===== src/rtl/stf_pkg.sv =====
// constants, field layouts and carriers of the serial time telegram
// formatter; assumes a 50 MHz system clock and a 32-bit AHB-Lite bus
package stf_pkg;

  // ****************************************
  // clock and serial timing
  // ****************************************
  localparam int CLK_HZ = 50_000_000;
  localparam int BAUD_DFLT = 9600;
  localparam logic [17:0] BAUD_RST = 18'(CLK_HZ / BAUD_DFLT - 1);

  // ****************************************
  // register offsets, fields, reset values
  // ****************************************
  localparam logic [11:0] CTRL_OFF = 12'h000;
  localparam logic [11:0] BAUD_OFF = 12'h004;
  localparam logic [11:0] STAT_OFF = 12'h008;
  localparam logic [11:0] RXD_OFF = 12'h00c;
  localparam int CTRL_EN_BIT = 0;
  localparam int CTRL_MODE_LSB = 1;
  localparam int CTRL_NTP_BIT = 3;
  localparam int CTRL_SEVEN_BIT = 4;
  localparam int CTRL_PAR_LSB = 5;
  localparam int CTRL_TWO_BIT = 7;
  localparam logic [7:0] CTRL_RST = 8'h01;

  // ****************************************
  // modes, kinds, zones, lengths
  // ****************************************
  localparam logic [1:0] MODE_SEC = 2'h0;
  localparam logic [1:0] MODE_MIN = 2'h1;
  localparam logic [1:0] MODE_REQ = 2'h2;
  localparam logic [1:0] PAR_EVEN = 2'h1;
  localparam logic [1:0] KIND_STD = 2'h0;
  localparam logic [1:0] KIND_NTP = 2'h1;
  localparam logic [1:0] KIND_CAP = 2'h2;
  localparam logic [1:0] TZ_CET = 2'h0;
  localparam logic [1:0] TZ_CEST = 2'h1;
  localparam logic [1:0] TZ_UTC = 2'h2;
  localparam logic [6:0] LAST_STD = 7'd31;
  localparam logic [6:0] LAST_NTP = 7'd65;
  localparam logic [6:0] LAST_CAP = 7'd30;

  // ****************************************
  // characters
  // ****************************************
  localparam logic [7:0] CH_STX = 8'h02;
  localparam logic [7:0] CH_ETX = 8'h03;
  localparam logic [7:0] CH_CR = 8'h0d;
  localparam logic [7:0] CH_LF = 8'h0a;
  localparam logic [7:0] CH_SP = 8'h20;
  localparam logic [7:0] CH_HASH = 8'h23;
  localparam logic [7:0] CH_COL = 8'h3a;
  localparam logic [7:0] CH_DOT = 8'h2e;
  localparam logic [7:0] CH_SEMI = 8'h3b;
  localparam logic [7:0] CH_REQ = 8'h3f;

  typedef enum logic [2:0] {
    ST_IDLE = 3'b001,
    ST_LOAD = 3'b010,
    ST_SHIFT = 3'b100
  } stf_state_type;

  typedef struct packed {
    logic [7:0] day, mon, yr, hr, mn, sc;
    logic [3:0] dow;
  } stf_time_type;

  typedef struct packed {
    logic sync, pos_ok;
    logic [1:0] tz;
    logic ann_dst, ann_leap, leap_now, off_neg;
    logic [7:0] off_hr, off_mn;
  } stf_stat_type;

  typedef struct packed {
    logic [27:0] lat;
    logic south;
    logic [27:0] lon;
    logic west;
    logic [15:0] alt;
  } stf_pos_type;

  typedef struct packed {
    stf_time_type t;
    stf_stat_type s;
    stf_pos_type p;
    logic [27:0] frac;
    logic ch;
  } stf_snap_type;

endpackage


===== src/rtl/stf_top.sv =====
// serial time telegram formatter: builds time and capture telegrams
// and sends them on an asynchronous serial line; assumes BCD time
// fields that already show the new second when sec_tick pulses
//
// Chosen here: the AHB-Lite slave port and the address map.
`timescale 1ns/1ps
module stf_top
  import stf_pkg::*;
(
  // clock and reset
  input logic hclk,
  input logic hresetn,
  // ahb-lite slave
  input logic hsel,
  input logic [31:0] haddr,
  input logic [1:0] htrans,
  input logic hwrite,
  input logic [2:0] hsize,
  input logic [31:0] hwdata,
  input logic hready,
  output logic hreadyout,
  output logic hresp,
  output logic [31:0] hrdata,
  // time of day source
  input logic sec_tick,
  input stf_time_type tm,
  input stf_stat_type st,
  input stf_pos_type pos,
  input logic [27:0] frac,
  // capture inputs
  input logic [1:0] cap_in,
  // serial line
  input logic rxd,
  output logic txd
);

  // ****************************************
  // registers
  // ****************************************
  logic [7:0] ctrl_q;
  logic [17:0] baud_q;
  logic [7:0] rx_data_q;
  logic pend_q;
  logic [11:0] addr_q;
  logic wr_q;
  logic hreadyout_q;
  logic [31:0] hrdata_q;
  stf_state_type st_q;
  logic [1:0] kind_q;
  logic [6:0] idx_q;
  stf_snap_type snap_q;
  logic [11:0] sh_q;
  logic [3:0] nb_q;
  logic [17:0] bc_q;
  logic txd_q;
  logic req_q;
  logic [1:0] cap_prev_q, cap_pend_q;
  stf_snap_type cap_snap_q [2];
  logic rx_act_q;
  logic [17:0] rx_cnt_q;
  logic [3:0] rx_bit_q;
  logic [7:0] rx_sh_q;

  // ****************************************
  // character builder
  // ****************************************
  function automatic logic [7:0] dg(input logic [3:0] b);
    return {4'h3, b};
  endfunction

  function automatic logic [7:0] bz(input logic [3:0] b,
                                   input logic bl);
    return bl ? CH_SP : {4'h3, b};
  endfunction

  function automatic logic [7:0] tel_chr(input logic [1:0] k,
                                        input logic [6:0] i,
                                        input stf_snap_type s);
    logic [7:0] c;
    logic [7:0] tzc;
    logic la2, la1, lo2, lo1, al3, al2, al1;
    la2 = s.p.lat[27:24] == 4'h0;
    la1 = la2 && s.p.lat[23:20] == 4'h0;
    lo2 = s.p.lon[27:24] == 4'h0;
    lo1 = lo2 && s.p.lon[23:20] == 4'h0;
    al3 = s.p.alt[15:12] == 4'h0;
    al2 = al3 && s.p.alt[11:8] == 4'h0;
    al1 = al2 && s.p.alt[7:4] == 4'h0;
    tzc = (s.s.tz == TZ_UTC) ? 8'h55 :
          (s.s.tz == TZ_CEST) ? 8'h53 : CH_SP;
    c = CH_SP;
    case (k)
      KIND_STD:
      begin
        case (i)
          7'd0: c = CH_STX;
          7'd1: c = 8'h44;
          7'd2: c = CH_COL;
          7'd3: c = dg(s.t.day[7:4]);
          7'd4: c = dg(s.t.day[3:0]);
          7'd5: c = CH_DOT;
          7'd6: c = dg(s.t.mon[7:4]);
          7'd7: c = dg(s.t.mon[3:0]);
          7'd8: c = CH_DOT;
          7'd9: c = dg(s.t.yr[7:4]);
          7'd10: c = dg(s.t.yr[3:0]);
          7'd11: c = CH_SEMI;
          7'd12: c = 8'h54;
          7'd13: c = CH_COL;
          7'd14: c = dg(s.t.dow);
          7'd15: c = CH_SEMI;
          7'd16: c = 8'h55;
          7'd17: c = CH_COL;
          7'd18: c = dg(s.t.hr[7:4]);
          7'd19: c = dg(s.t.hr[3:0]);
          7'd20: c = CH_DOT;
          7'd21: c = dg(s.t.mn[7:4]);
          7'd22: c = dg(s.t.mn[3:0]);
          7'd23: c = CH_DOT;
          7'd24: c = dg(s.t.sc[7:4]);
          7'd25: c = dg(s.t.sc[3:0]);
          7'd26: c = CH_SEMI;
          7'd27: c = s.s.sync ? CH_SP : CH_HASH;
          7'd28: c = s.s.pos_ok ? CH_SP : CH_HASH;
          7'd29: c = tzc;
          7'd30: c = s.s.ann_leap ? 8'h41 :
                     s.s.ann_dst ? 8'h21 : CH_SP;
          7'd31: c = CH_ETX;
          default: c = CH_SP;
        endcase
      end
      KIND_NTP:
      begin
        case (i)
          7'd0: c = CH_STX;
          7'd1: c = dg(s.t.day[7:4]);
          7'd2: c = dg(s.t.day[3:0]);
          7'd3: c = CH_DOT;
          7'd4: c = dg(s.t.mon[7:4]);
          7'd5: c = dg(s.t.mon[3:0]);
          7'd6: c = CH_DOT;
          7'd7: c = dg(s.t.yr[7:4]);
          7'd8: c = dg(s.t.yr[3:0]);
          7'd9: c = CH_SEMI;
          7'd11: c = dg(s.t.dow);
          7'd12: c = CH_SEMI;
          7'd14: c = dg(s.t.hr[7:4]);
          7'd15: c = dg(s.t.hr[3:0]);
          7'd16: c = CH_COL;
          7'd17: c = dg(s.t.mn[7:4]);
          7'd18: c = dg(s.t.mn[3:0]);
          7'd19: c = CH_COL;
          7'd20: c = dg(s.t.sc[7:4]);
          7'd21: c = dg(s.t.sc[3:0]);
          7'd22: c = CH_SEMI;
          7'd24: c = s.s.off_neg ? 8'h2d : 8'h2b;
          7'd25: c = dg(s.s.off_hr[7:4]);
          7'd26: c = dg(s.s.off_hr[3:0]);
          7'd27: c = CH_COL;
          7'd28: c = dg(s.s.off_mn[7:4]);
          7'd29: c = dg(s.s.off_mn[3:0]);
          7'd30: c = CH_SEMI;
          7'd32: c = s.s.sync ? CH_SP : CH_HASH;
          7'd33: c = s.s.pos_ok ? CH_SP : CH_HASH;
          7'd34: c = tzc;
          7'd35: c = s.s.ann_dst ? 8'h21 : CH_SP;
          7'd36: c = s.s.ann_leap ? 8'h41 : CH_SP;
          7'd38: c = (s.s.leap_now && s.t.sc == 8'h60) ?
                     8'h4c : CH_SP;
          7'd39: c = CH_SEMI;
          7'd40: c = bz(s.p.lat[27:24], la2);
          7'd41: c = bz(s.p.lat[23:20], la1);
          7'd42: c = dg(s.p.lat[19:16]);
          7'd43: c = CH_DOT;
          7'd44: c = dg(s.p.lat[15:12]);
          7'd45: c = dg(s.p.lat[11:8]);
          7'd46: c = dg(s.p.lat[7:4]);
          7'd47: c = dg(s.p.lat[3:0]);
          7'd48: c = s.p.south ? 8'h53 : 8'h4e;
          7'd50: c = bz(s.p.lon[27:24], lo2);
          7'd51: c = bz(s.p.lon[23:20], lo1);
          7'd52: c = dg(s.p.lon[19:16]);
          7'd53: c = CH_DOT;
          7'd54: c = dg(s.p.lon[15:12]);
          7'd55: c = dg(s.p.lon[11:8]);
          7'd56: c = dg(s.p.lon[7:4]);
          7'd57: c = dg(s.p.lon[3:0]);
          7'd58: c = s.p.west ? 8'h57 : 8'h45;
          7'd60: c = bz(s.p.alt[15:12], al3);
          7'd61: c = bz(s.p.alt[11:8], al2);
          7'd62: c = bz(s.p.alt[7:4], al1);
          7'd63: c = dg(s.p.alt[3:0]);
          7'd64: c = 8'h6d;
          7'd65: c = CH_ETX;
          default: c = CH_SP;
        endcase
      end
      KIND_CAP:
      begin
        case (i)
          7'd0: c = 8'h43;
          7'd1: c = 8'h48;
          7'd2: c = dg({3'h0, s.ch});
          7'd4: c = dg(s.t.day[7:4]);
          7'd5: c = dg(s.t.day[3:0]);
          7'd6: c = CH_DOT;
          7'd7: c = dg(s.t.mon[7:4]);
          7'd8: c = dg(s.t.mon[3:0]);
          7'd9: c = CH_DOT;
          7'd10: c = dg(s.t.yr[7:4]);
          7'd11: c = dg(s.t.yr[3:0]);
          7'd13: c = dg(s.t.hr[7:4]);
          7'd14: c = dg(s.t.hr[3:0]);
          7'd15: c = CH_COL;
          7'd16: c = dg(s.t.mn[7:4]);
          7'd17: c = dg(s.t.mn[3:0]);
          7'd18: c = CH_COL;
          7'd19: c = dg(s.t.sc[7:4]);
          7'd20: c = dg(s.t.sc[3:0]);
          7'd21: c = CH_DOT;
          7'd22: c = dg(s.frac[27:24]);
          7'd23: c = dg(s.frac[23:20]);
          7'd24: c = dg(s.frac[19:16]);
          7'd25: c = dg(s.frac[15:12]);
          7'd26: c = dg(s.frac[11:8]);
          7'd27: c = dg(s.frac[7:4]);
          7'd28: c = dg(s.frac[3:0]);
          7'd29: c = CH_CR;
          7'd30: c = CH_LF;
          default: c = CH_SP;
        endcase
      end
      default: c = CH_SP;
    endcase
    return c;
  endfunction

  // ****************************************
  // decode and selection
  // ****************************************
  wire en = ctrl_q[CTRL_EN_BIT];
  wire [1:0] mode = ctrl_q[CTRL_MODE_LSB +: 2];
  wire seven = ctrl_q[CTRL_SEVEN_BIT];
  wire [1:0] par = ctrl_q[CTRL_PAR_LSB +: 2];
  wire two = ctrl_q[CTRL_TWO_BIT];
  wire par_en = par != 2'h0;
  wire idle = st_q == ST_IDLE;
  wire due = (mode == MODE_SEC) || (mode == MODE_REQ && req_q) ||
             (mode == MODE_MIN && tm.sc == 8'h00);
  wire start_tm = idle && en && sec_tick && due;
  wire start_cap = idle && en && !sec_tick && |cap_pend_q;
  wire cap_ch = !cap_pend_q[0];
  wire [1:0] cap_fall = cap_prev_q & ~cap_in;
  wire [6:0] last = (kind_q == KIND_NTP) ? LAST_NTP :
                    (kind_q == KIND_CAP) ? LAST_CAP : LAST_STD;
  wire [7:0] chr = tel_chr(kind_q, idx_q, snap_q);
  wire pin = seven ? ^chr[6:0] : ^chr;
  wire pbit = (par == PAR_EVEN) ? pin : ~pin;
  wire [7:0] lo8 = seven ? {par_en ? pbit : 1'b1, chr[6:0]} : chr;
  wire b9 = (!seven && par_en) ? pbit : 1'b1;
  wire [11:0] frame = {2'b11, b9, lo8, 1'b0};
  wire [3:0] nbits = 4'd10 - {3'h0, seven} + {3'h0, par_en} +
                     {3'h0, two};
  wire bit_end = bc_q == 18'h0;
  wire chr_end = (st_q == ST_SHIFT) && bit_end && nb_q == 4'h1;
  wire rx_tick = rx_act_q && rx_cnt_q == 18'h0;
  wire rx_done = rx_tick && rx_bit_q == 4'd9;
  wire rx_hit = rx_done && rx_sh_q[6:0] == CH_REQ[6:0] &&
                mode == MODE_REQ;
  wire accept = hsel && hready && htrans[1];
  wire [31:0] rd = (addr_q == CTRL_OFF) ? {24'h0, ctrl_q} :
                   (addr_q == BAUD_OFF) ? {14'h0, baud_q} :
                   (addr_q == STAT_OFF) ? {26'h0, cap_pend_q, req_q,
                                           kind_q, !idle} :
                   (addr_q == RXD_OFF) ? {24'h0, rx_data_q} :
                   32'h0;
  stf_snap_type now_snap;
  assign now_snap = '{t: tm, s: st, p: pos, frac: frac, ch: 1'b0};

  assign hreadyout = hreadyout_q;
  assign hresp = 1'b0;
  assign hrdata = hrdata_q;
  assign txd = txd_q;

  // ****************************************
  // bus slave, one wait state per transfer
  // ****************************************
  always_ff @(posedge hclk or negedge hresetn)
  begin
    if (!hresetn)
    begin
      pend_q <= 1'b0;
      addr_q <= 12'h000;
      wr_q <= 1'b0;
      hreadyout_q <= 1'b1;
    end
    else
    begin
      pend_q <= accept;
      hreadyout_q <= !accept;
      if (accept)
      begin
        addr_q <= (haddr[31:12] == 20'h0) ? haddr[11:0] : 12'hfff;
        wr_q <= hwrite;
      end
    end
  end

  always_ff @(posedge hclk or negedge hresetn)
  begin
    if (!hresetn)
    begin
      ctrl_q <= CTRL_RST;
      baud_q <= BAUD_RST;
      hrdata_q <= 32'h0;
    end
    else if (pend_q)
    begin
      hrdata_q <= wr_q ? hrdata_q : rd;
      if (wr_q && addr_q == CTRL_OFF)
        ctrl_q <= hwdata[7:0];
      if (wr_q && addr_q == BAUD_OFF)
        baud_q <= hwdata[17:0];
    end
  end

  // ****************************************
  // capture inputs and request flag
  // ****************************************
  always_ff @(posedge hclk or negedge hresetn)
  begin
    if (!hresetn)
    begin
      cap_prev_q <= 2'b11;
      cap_pend_q <= 2'b00;
      req_q <= 1'b0;
      for (int c = 0; c < 2; c++)
        cap_snap_q[c] <= '0;
    end
    else
    begin
      cap_prev_q <= cap_in;
      req_q <= rx_hit || (req_q && !start_tm);
      for (int c = 0; c < 2; c++)
      begin
        cap_pend_q[c] <= cap_fall[c] || (cap_pend_q[c] &&
                         !(start_cap && cap_ch == c[0]));
        if (cap_fall[c])
        begin
          cap_snap_q[c] <= now_snap;
          cap_snap_q[c].ch <= c[0];
        end
      end
    end
  end

  // ****************************************
  // telegram sequencer and transmitter
  // ****************************************
  always_ff @(posedge hclk or negedge hresetn)
  begin
    if (!hresetn)
    begin
      st_q <= ST_IDLE;
      kind_q <= KIND_STD;
      idx_q <= 7'h0;
      snap_q <= '0;
    end
    else
    begin
      case (st_q)
        ST_IDLE:
        begin
          idx_q <= 7'h0;
          if (start_tm)
          begin
            snap_q <= now_snap;
            kind_q <= ctrl_q[CTRL_NTP_BIT] ? KIND_NTP : KIND_STD;
            st_q <= ST_LOAD;
          end
          else if (start_cap)
          begin
            snap_q <= cap_snap_q[cap_ch];
            kind_q <= KIND_CAP;
            st_q <= ST_LOAD;
          end
        end
        ST_LOAD: st_q <= ST_SHIFT;
        ST_SHIFT:
        begin
          if (chr_end)
          begin
            idx_q <= idx_q + 7'h1;
            st_q <= (idx_q == last) ? ST_IDLE : ST_LOAD;
          end
        end
        default: st_q <= ST_IDLE;
      endcase
    end
  end

  always_ff @(posedge hclk or negedge hresetn)
  begin
    if (!hresetn)
    begin
      sh_q <= 12'hfff;
      nb_q <= 4'h0;
      bc_q <= 18'h0;
      txd_q <= 1'b1;
    end
    else
    begin
      txd_q <= (st_q == ST_SHIFT) ? sh_q[0] : 1'b1;
      if (st_q == ST_LOAD)
      begin
        sh_q <= frame;
        nb_q <= nbits;
        bc_q <= baud_q;
      end
      else if (st_q == ST_SHIFT)
      begin
        bc_q <= bit_end ? baud_q : bc_q - 18'h1;
        if (bit_end)
        begin
          sh_q <= {1'b1, sh_q[11:1]};
          nb_q <= nb_q - 4'h1;
        end
      end
    end
  end

  // ****************************************
  // request receiver
  // ****************************************
  always_ff @(posedge hclk or negedge hresetn)
  begin
    if (!hresetn)
    begin
      rx_act_q <= 1'b0;
      rx_cnt_q <= 18'h0;
      rx_bit_q <= 4'h0;
      rx_sh_q <= 8'h0;
      rx_data_q <= 8'h0;
    end
    else if (!rx_act_q)
    begin
      rx_act_q <= !rxd;
      rx_cnt_q <= {1'b0, baud_q[17:1]};
      rx_bit_q <= 4'h0;
    end
    else if (rx_tick)
    begin
      rx_cnt_q <= baud_q;
      rx_bit_q <= rx_bit_q + 4'h1;
      rx_act_q <= !(rx_done || (rx_bit_q == 4'h0 && rxd));
      if (rx_bit_q != 4'h0 && !rx_done)
        rx_sh_q <= {rxd, rx_sh_q[7:1]};
      if (rx_done)
        rx_data_q <= rx_sh_q;
    end
    else
      rx_cnt_q <= rx_cnt_q - 18'h1;
  end
endmodule


===== config.mk =====
export PLATFORM = sky130hd
export DESIGN_NAME = stf_top
export DESIGN_NICKNAME = d
export VERILOG_FILES = /design/src/rtl/stf_pkg.sv /design/src/rtl/stf_top.sv
export SDC_FILE = /design/constraint.sdc
export NUM_CORES = 1
export LEC_CHECK = 0
export BUFFER_PORTS_ARGS = -buffer_cell sky130_fd_sc_hd__buf_2
export CAP_MARGIN = 25
export CORE_AREA = 10 10 347 349
export CTS_BUF_LIST = sky130_fd_sc_hd__clkbuf_4 sky130_fd_sc_hd__clkbuf_8
export DETAILED_ROUTE_END_ITERATION = 10
export DIE_AREA = 0 0 357 359
export GPL_TIMING_DRIVEN = 0
export SETUP_SLACK_MARGIN = 0.3
export SLEW_MARGIN = 20
export SYNTH_ARGS = -nofsm -noshare
export SYNTH_HDL_FRONTEND = slang
export SYNTH_SLANG_ARGS = --single-unit

===== constraint.sdc =====
create_clock -name hclk -period 6.4 [get_ports hclk]
set_input_delay 0.96 -clock hclk [delete_from_list [all_inputs] [get_ports hclk]]
set_output_delay 0.96 -clock hclk [all_outputs]
set_load 0.005 [all_outputs]

# Yosys cells after proc, flatten, opt, wreduce, memory -nomap -nowiden
# Index checks and enable logic that the tools add are counted.
dict set report classes {
  n_reduce_logical 89
  order_cmp 1
  n_eq_ne 83
  n_addsub 8
  mux 65
  bitwise_logic 5
}
# op n
set ops {}
lappend ops {{$mux 179} 5}
lappend ops {{$pmux 7 s50} 1}
lappend ops {{$eq 7x6->1 const B} 30}
lappend ops {{$pmux 8 s25} 1}
lappend ops {{$pmux 7 s26} 1}
lappend ops {{$mux 18} 7}
lappend ops {{$eq 7x5->1 const B} 16}
lappend ops {{$eq 7x4->1 const B} 8}
lappend ops {{$mux 12} 4}
lappend ops {{$mux 5} 9}
lappend ops {{$mux 7} 6}
lappend ops {{$logic_not 18->1} 2}
lappend ops {{$sub 18x1->18 const B} 2}
lappend ops {{$logic_not 4->1} 8}
lappend ops {{$mux 8} 4}
lappend ops {{$logic_and 1x1->1} 30}
lappend ops {{$eq 7x3->1 const B} 4}
lappend ops {{$eq 12x4->1 const B} 2}
lappend ops {{$pmux 8 s3} 1}
lappend ops {{$logic_not 20->1} 1}
lappend ops {{$mux 4} 5}
lappend ops {{$eq 7x2->1 const B} 2}
lappend ops {{$eq 7x7->1 const B} 2}
lappend ops {{$pmux 7 s2} 1}
lappend ops {{other kinds (44)} 99}
dict set report totals {
  output_inout_bits 35
  ff_bits 700
  wordCells 341
}

# Logic depth before layout (Yosys ltp)
dict set report logic_depth {
  depth_word 13
  ltp_mapped 15
  depth_no_buf 12
}

# Least setup slack after synthesis
# No wires, ideal clock.
dict set report synth_timing {
  path_kind {flip-flop to flip-flop}
  startpoint {reg idx_q[0]}
  endpoint {reg sh_q[8]}
  setup_time_ns 0.078
  t_required_ns 6.322
  path_slack_ns 2.918
  stages_incl_launch_ff 15
  path_buffers 2
  arrival_ns 3.404
  period_less_slack_ns 3.482
  cell_sequence {dfrtp_1 > inv_1 > ha_1 > clkbuf_1 > nor2b_1 > clkbuf_1 > o211ai_1 > nand3_1 > nor4_1 > a41oi_2 > nor2b_1 > nor3_1 > xnor3_1 > xnor3_1 > a41oi_2}
}
dict set report synth_via {
  elab_chain_len 11
}
# item line_no
set synth_rtl {}
lappend synth_rtl {{start: declaration} stf_top.sv:50} ;# logic [6:0] idx_q;
lappend synth_rtl {{start signal: assignment} stf_top.sv:393} ;# idx_q <= idx_q + 7'h1;
lappend synth_rtl {{$eq 7x5->1 (tied with other cells)} {stf_top.sv:95, stf_top.sv:134, stf_top.sv:200}}
lappend synth_rtl {{$reduce_or 5->1 (no line) (tied with other cells)} n/a}
lappend synth_rtl {{$pmux 7 s50 (tied with other cells)} stf_top.sv:134} ;# case (i)
lappend synth_rtl {{$pmux 8 s3 *} stf_top.sv:92} ;# case (k)
lappend synth_rtl {{$reduce_xor 8->1 / $reduce_xor 7->1 (equally long branches)} stf_top.sv:257} ;# wire pin = seven ? ^chr[6:0] : ^chr;
lappend synth_rtl {{$mux 1} stf_top.sv:257}
lappend synth_rtl {{$not 1->1} stf_top.sv:258} ;# wire pbit = (par == PAR_EVEN) ? pin : ~pin;
lappend synth_rtl {{$mux 1} stf_top.sv:258}
lappend synth_rtl {{$mux 1} stf_top.sv:259} ;# wire [7:0] lo8 = seven ? {par_en ? pbit : 1'b1, chr[6:0]} : chr;
lappend synth_rtl {{$mux 8 *} stf_top.sv:259}
lappend synth_rtl {{$mux 12 *} stf_top.sv:414} ;# if (st_q == ST_LOAD)
lappend synth_rtl {{end signal: assignment} stf_top.sv:416} ;# sh_q <= frame;
lappend synth_rtl {{end signal: assignment} stf_top.sv:425} ;# sh_q <= {1'b1, sh_q[11:1]};
lappend synth_rtl {{end: declaration} stf_top.sv:52} ;# logic [11:0] sh_q;
# Every way passes the cells marked *; elsewhere a longest branch is shown, timed or not.
# A chain may end at the register's enable or synchronous reset.

# Final worst setup path
# Same ends and word-level chain as after synthesis.

==> results_dict.tcl <==
set metrics [dict create \
    cp-end-kind "register" \
    clockBufferDepth 3 \
    yosysMostFrequentCell "nand2_1" \
    ys_top_cells_by_count "841 x nand2_1, 661 x dfrtp_1, 279 x o21ai_0" \
    critPathMaxFanout 10 \
    hpwl_mm 95.6 \
    ctsHoldBuffers 1 \
    p_clk_frac 0.400 \
    num_io_pins 291 \
    tightest_slew_ns 1.12 \
    die_h_um 359 \
    drive_above_1_share 0.197 \
    grt_max_degree 97 \
    placed_area_um2 37300 \
    syn_to_final_growth_pct 18.7 \
    grt_usage 0.194 \
    ctsResizeCount 0 \
    syn_avg_cell_area_um2 9.45 \
    drtPass1Iterations 9 \
    htreeDepth 3 \
    grt_pass1_wl_mm 191 \
    yosys_most_used_dff "dfrtp_1" \
    rows 124 \
    finalNetCount 4250 \
    finClkSkew_ns 0.0526 \
    synth_top_area_frac 0.490 \
    synth_area_leader_cell "dfrtp_1" \
    wl_mm 128 \
    placed_cells 5367 \
    gp_congestion 1.01 \
    final.period_utilization 0.856 \
    clock_sinks 684 \
    final_max_slew_viol_count 0 \
    core_um2 114000 \
    power_density_nw_per_um2 281 \
    clk_pin_slew_worst_paths_ns 0.07 \
    irDropWorstVdd_mv 0.170 \
    slew_headroom 0.249 \
    p_switching_mw 3.17 \
    vias 29300 \
    cp_data_arrival_time_ns 6.16 \
    start_kind "register" \
    finalPower_mw 11.2 \
    status "completed" \
    numPortBuffers 257 \
    p_leak_nw 18.5 \
    synthTopCellsByArea "dfrtp_1 49%, nand2_1 9.4%, mux2_2 7.5%" \
    start_util 0.297 \
    yosysSeqAreaShare 0.508 \
    grt_setup_unrepaired "no" \
    netSwitchingFraction 0.282 \
    ys_types 81 \
    finalSetupViolCount 0 \
    grt.overflow.total 0 \
    intPower_mw 8.07 \
    viasPerCell 5.23 \
    ys_ff_latch 684 \
    die_w_um 357 \
    async_flop_share 1.00 \
    min_path_type "input port to register" \
    dieArea_um2 128000 \
    synth_area_um2 33700 \
    drc 0 \
    max_freq_mhz 183 \
    finalHoldViolCount 0 \
    cts.root.buffer_cell "clkbuf_8" \
    cts_tree "built" \
    syn-instance-count 3571 \
    worstSetupPathType "register to register" \
    ant_nets 0 \
    postCtsSetupRepairBufs 0 \
    pwr-share-seq 0.464 \
    combPwrFrac 0.136 \
    synth_warnings 0 \
    routedWlPerCell_um 22.8 \
    worstPathRequired_ns 7.08 \
    min_period_ns 5.48 \
    first_iter_violations 2654 \
    design_area_um2 40000 \
    stdcell_count 5601 \
    cap_violations 0 \
    antenna_found_initial 52 \
    cts-buffers-inserted 118 \
    grt_pass1_vias 29300 \
    clk_latency_ns 0.80 \
    synth_edf_count 0 \
]
==> area by class of cell <==
| cell class | count | area, um^2 |
|---|---|---|
| Timing Repair Buffer | 272 | 1570 |
| Tap cell | 1512 | 1890 |
| Antenna cell | 15 | 37.5 |
| Buffer | 269 | 1130 |
| Clock buffer | 187 | 2370 |
| Fill cell | 11700 | 73500 |
| Multi-Input combinational cell | 2596 | 15400 |
| Inverter | 36 | 135 |
| Sequential cell | 684 | 17100 |
| Clock inverter | 30 | 350 |
==> critical path, stage by stage, from the launching register on <==
cell      delay, ns
dfrtp_1        0.39
inv_1          0.12
ha_1           0.21
clkbuf_1       0.21
clkbuf_1       0.37
clkbuf_1       0.51
a22oi_1        0.66
o21ai_0        0.22
a221o_1        0.29
nor4_1         0.64
nand3_1        0.23
a221oi_1       0.77
xnor2_1        0.22
xnor3_1        0.30
a41oi_2        0.21
==> cells by family (layout without fill, tap and decap cells) <==
| kind of cell | count (synthesis) | in the layout | synth area share |
|---|---|---|---|
| simple gates | 1383 | 1383 | 0.175 |
| other cells | 1 | 30 | 0.000111 |
| fa+ha+maj | 17 | 17 | 0.00630 |
| buf+inv | 305 | 794 | 0.0374 |
| mux | 418 | 418 | 0.132 |
| flops | 684 | 684 | 0.508 |
| xor+xnor | 29 | 29 | 0.00834 |
| compound gates | 734 | 734 | 0.133 |
==> routing by layer <==
layer	share of wire	vias to the layer above	global-route usage
met5	0.0012	-	0
met4	0.045	26	0.0816
met3	0.074	358	0.0403
met2	0.46	1130	0.307
met1	0.42	14500	0.254
li1	-	13300	-
==> placed cells by master, fill, tap and decap left out, types with 23 or more instances in the layout <==
cell type	count
dfrtp_1	661
nand2_1	841
nor4_1	34
clkbuf_1	221
dfstp_2	23
nor2_1	265
a21oi_1	217
a32oi_1	27
a22oi_1	46
mux2i_1	193
o21ai_0	279
nor3_1	29
clkbuf_4	32
inv_1	35
mux2_2	224
buf_2	275
clkbuf_8	155
nand3_1	80
==> state kept, by name, indices dropped and copies added (netlist names), 2 cells and up <==
register and flops:
cap_snap_q 357, snap_q 179, baud_q 18, bc_q 18
hrdata 18, rx_cnt_q 18, addr_q 12, sh_q 10
ctrl_q 8, rx_data_q 8, rx_sh_q 8, idx_q 7
nb_q 4, rx_bit_q 4, st_q 3, cap_pend_q 2
cap_prev_q 2, kind_q 2
==> power by group through the flow <==
stage                     logic (mW)  registers [mW]  clock network (mW)
after floorplan                 1.03            5.14                   0
after global placement          1.47            5.27                   0
after detailed placement        1.52            5.28                   0
after CTS                       1.53            5.21                4.60
after global routing            1.73            5.27                4.80
final                           1.53            5.22                4.50
==> final timing paths <==
check | from | to | slack [ns] | depth (start not counted)
max | idx_q[0]$_DFFE_PN0P_ | sh_q[8]$_DFFE_PN1P_ | 0.92 | 14
min | cap_in[0] | cap_prev_q[0]$_DFF_PN1_ | 0.26 | 1
max reg2reg | idx_q[0]$_DFFE_PN0P_ | sh_q[8]$_DFFE_PN1P_ | 0.92 | 14
min reg2reg | sh_q[1]$_DFFE_PN1P_ | sh_q[0]$_DFFE_PN1P_ | 0.44 | 2
max in group asynchronous | hresetn | cap_snap_q[223]$_DFFE_PN0P_ | 3.75 | 6
min in group asynchronous | hresetn | hrdata[12]$_DFFE_PN0P_ | 0.63 | 2
==> through the flow <==
stage	utilization	TNS (ns)	setup WS (ns)	hold WS, ns
after detailed placement	0.328	0	1.23	0.439
after floorplan	-	0	2.92	0.414
after global routing	0.352	0	0.823	0.222
after CTS	0.352	0	1.20	0.183
after global placement	0.326	-7002.09	-10.53	0.433
final	0.353	0	0.922	0.264
No activity file was read; power rests on OpenSTA's default activity.
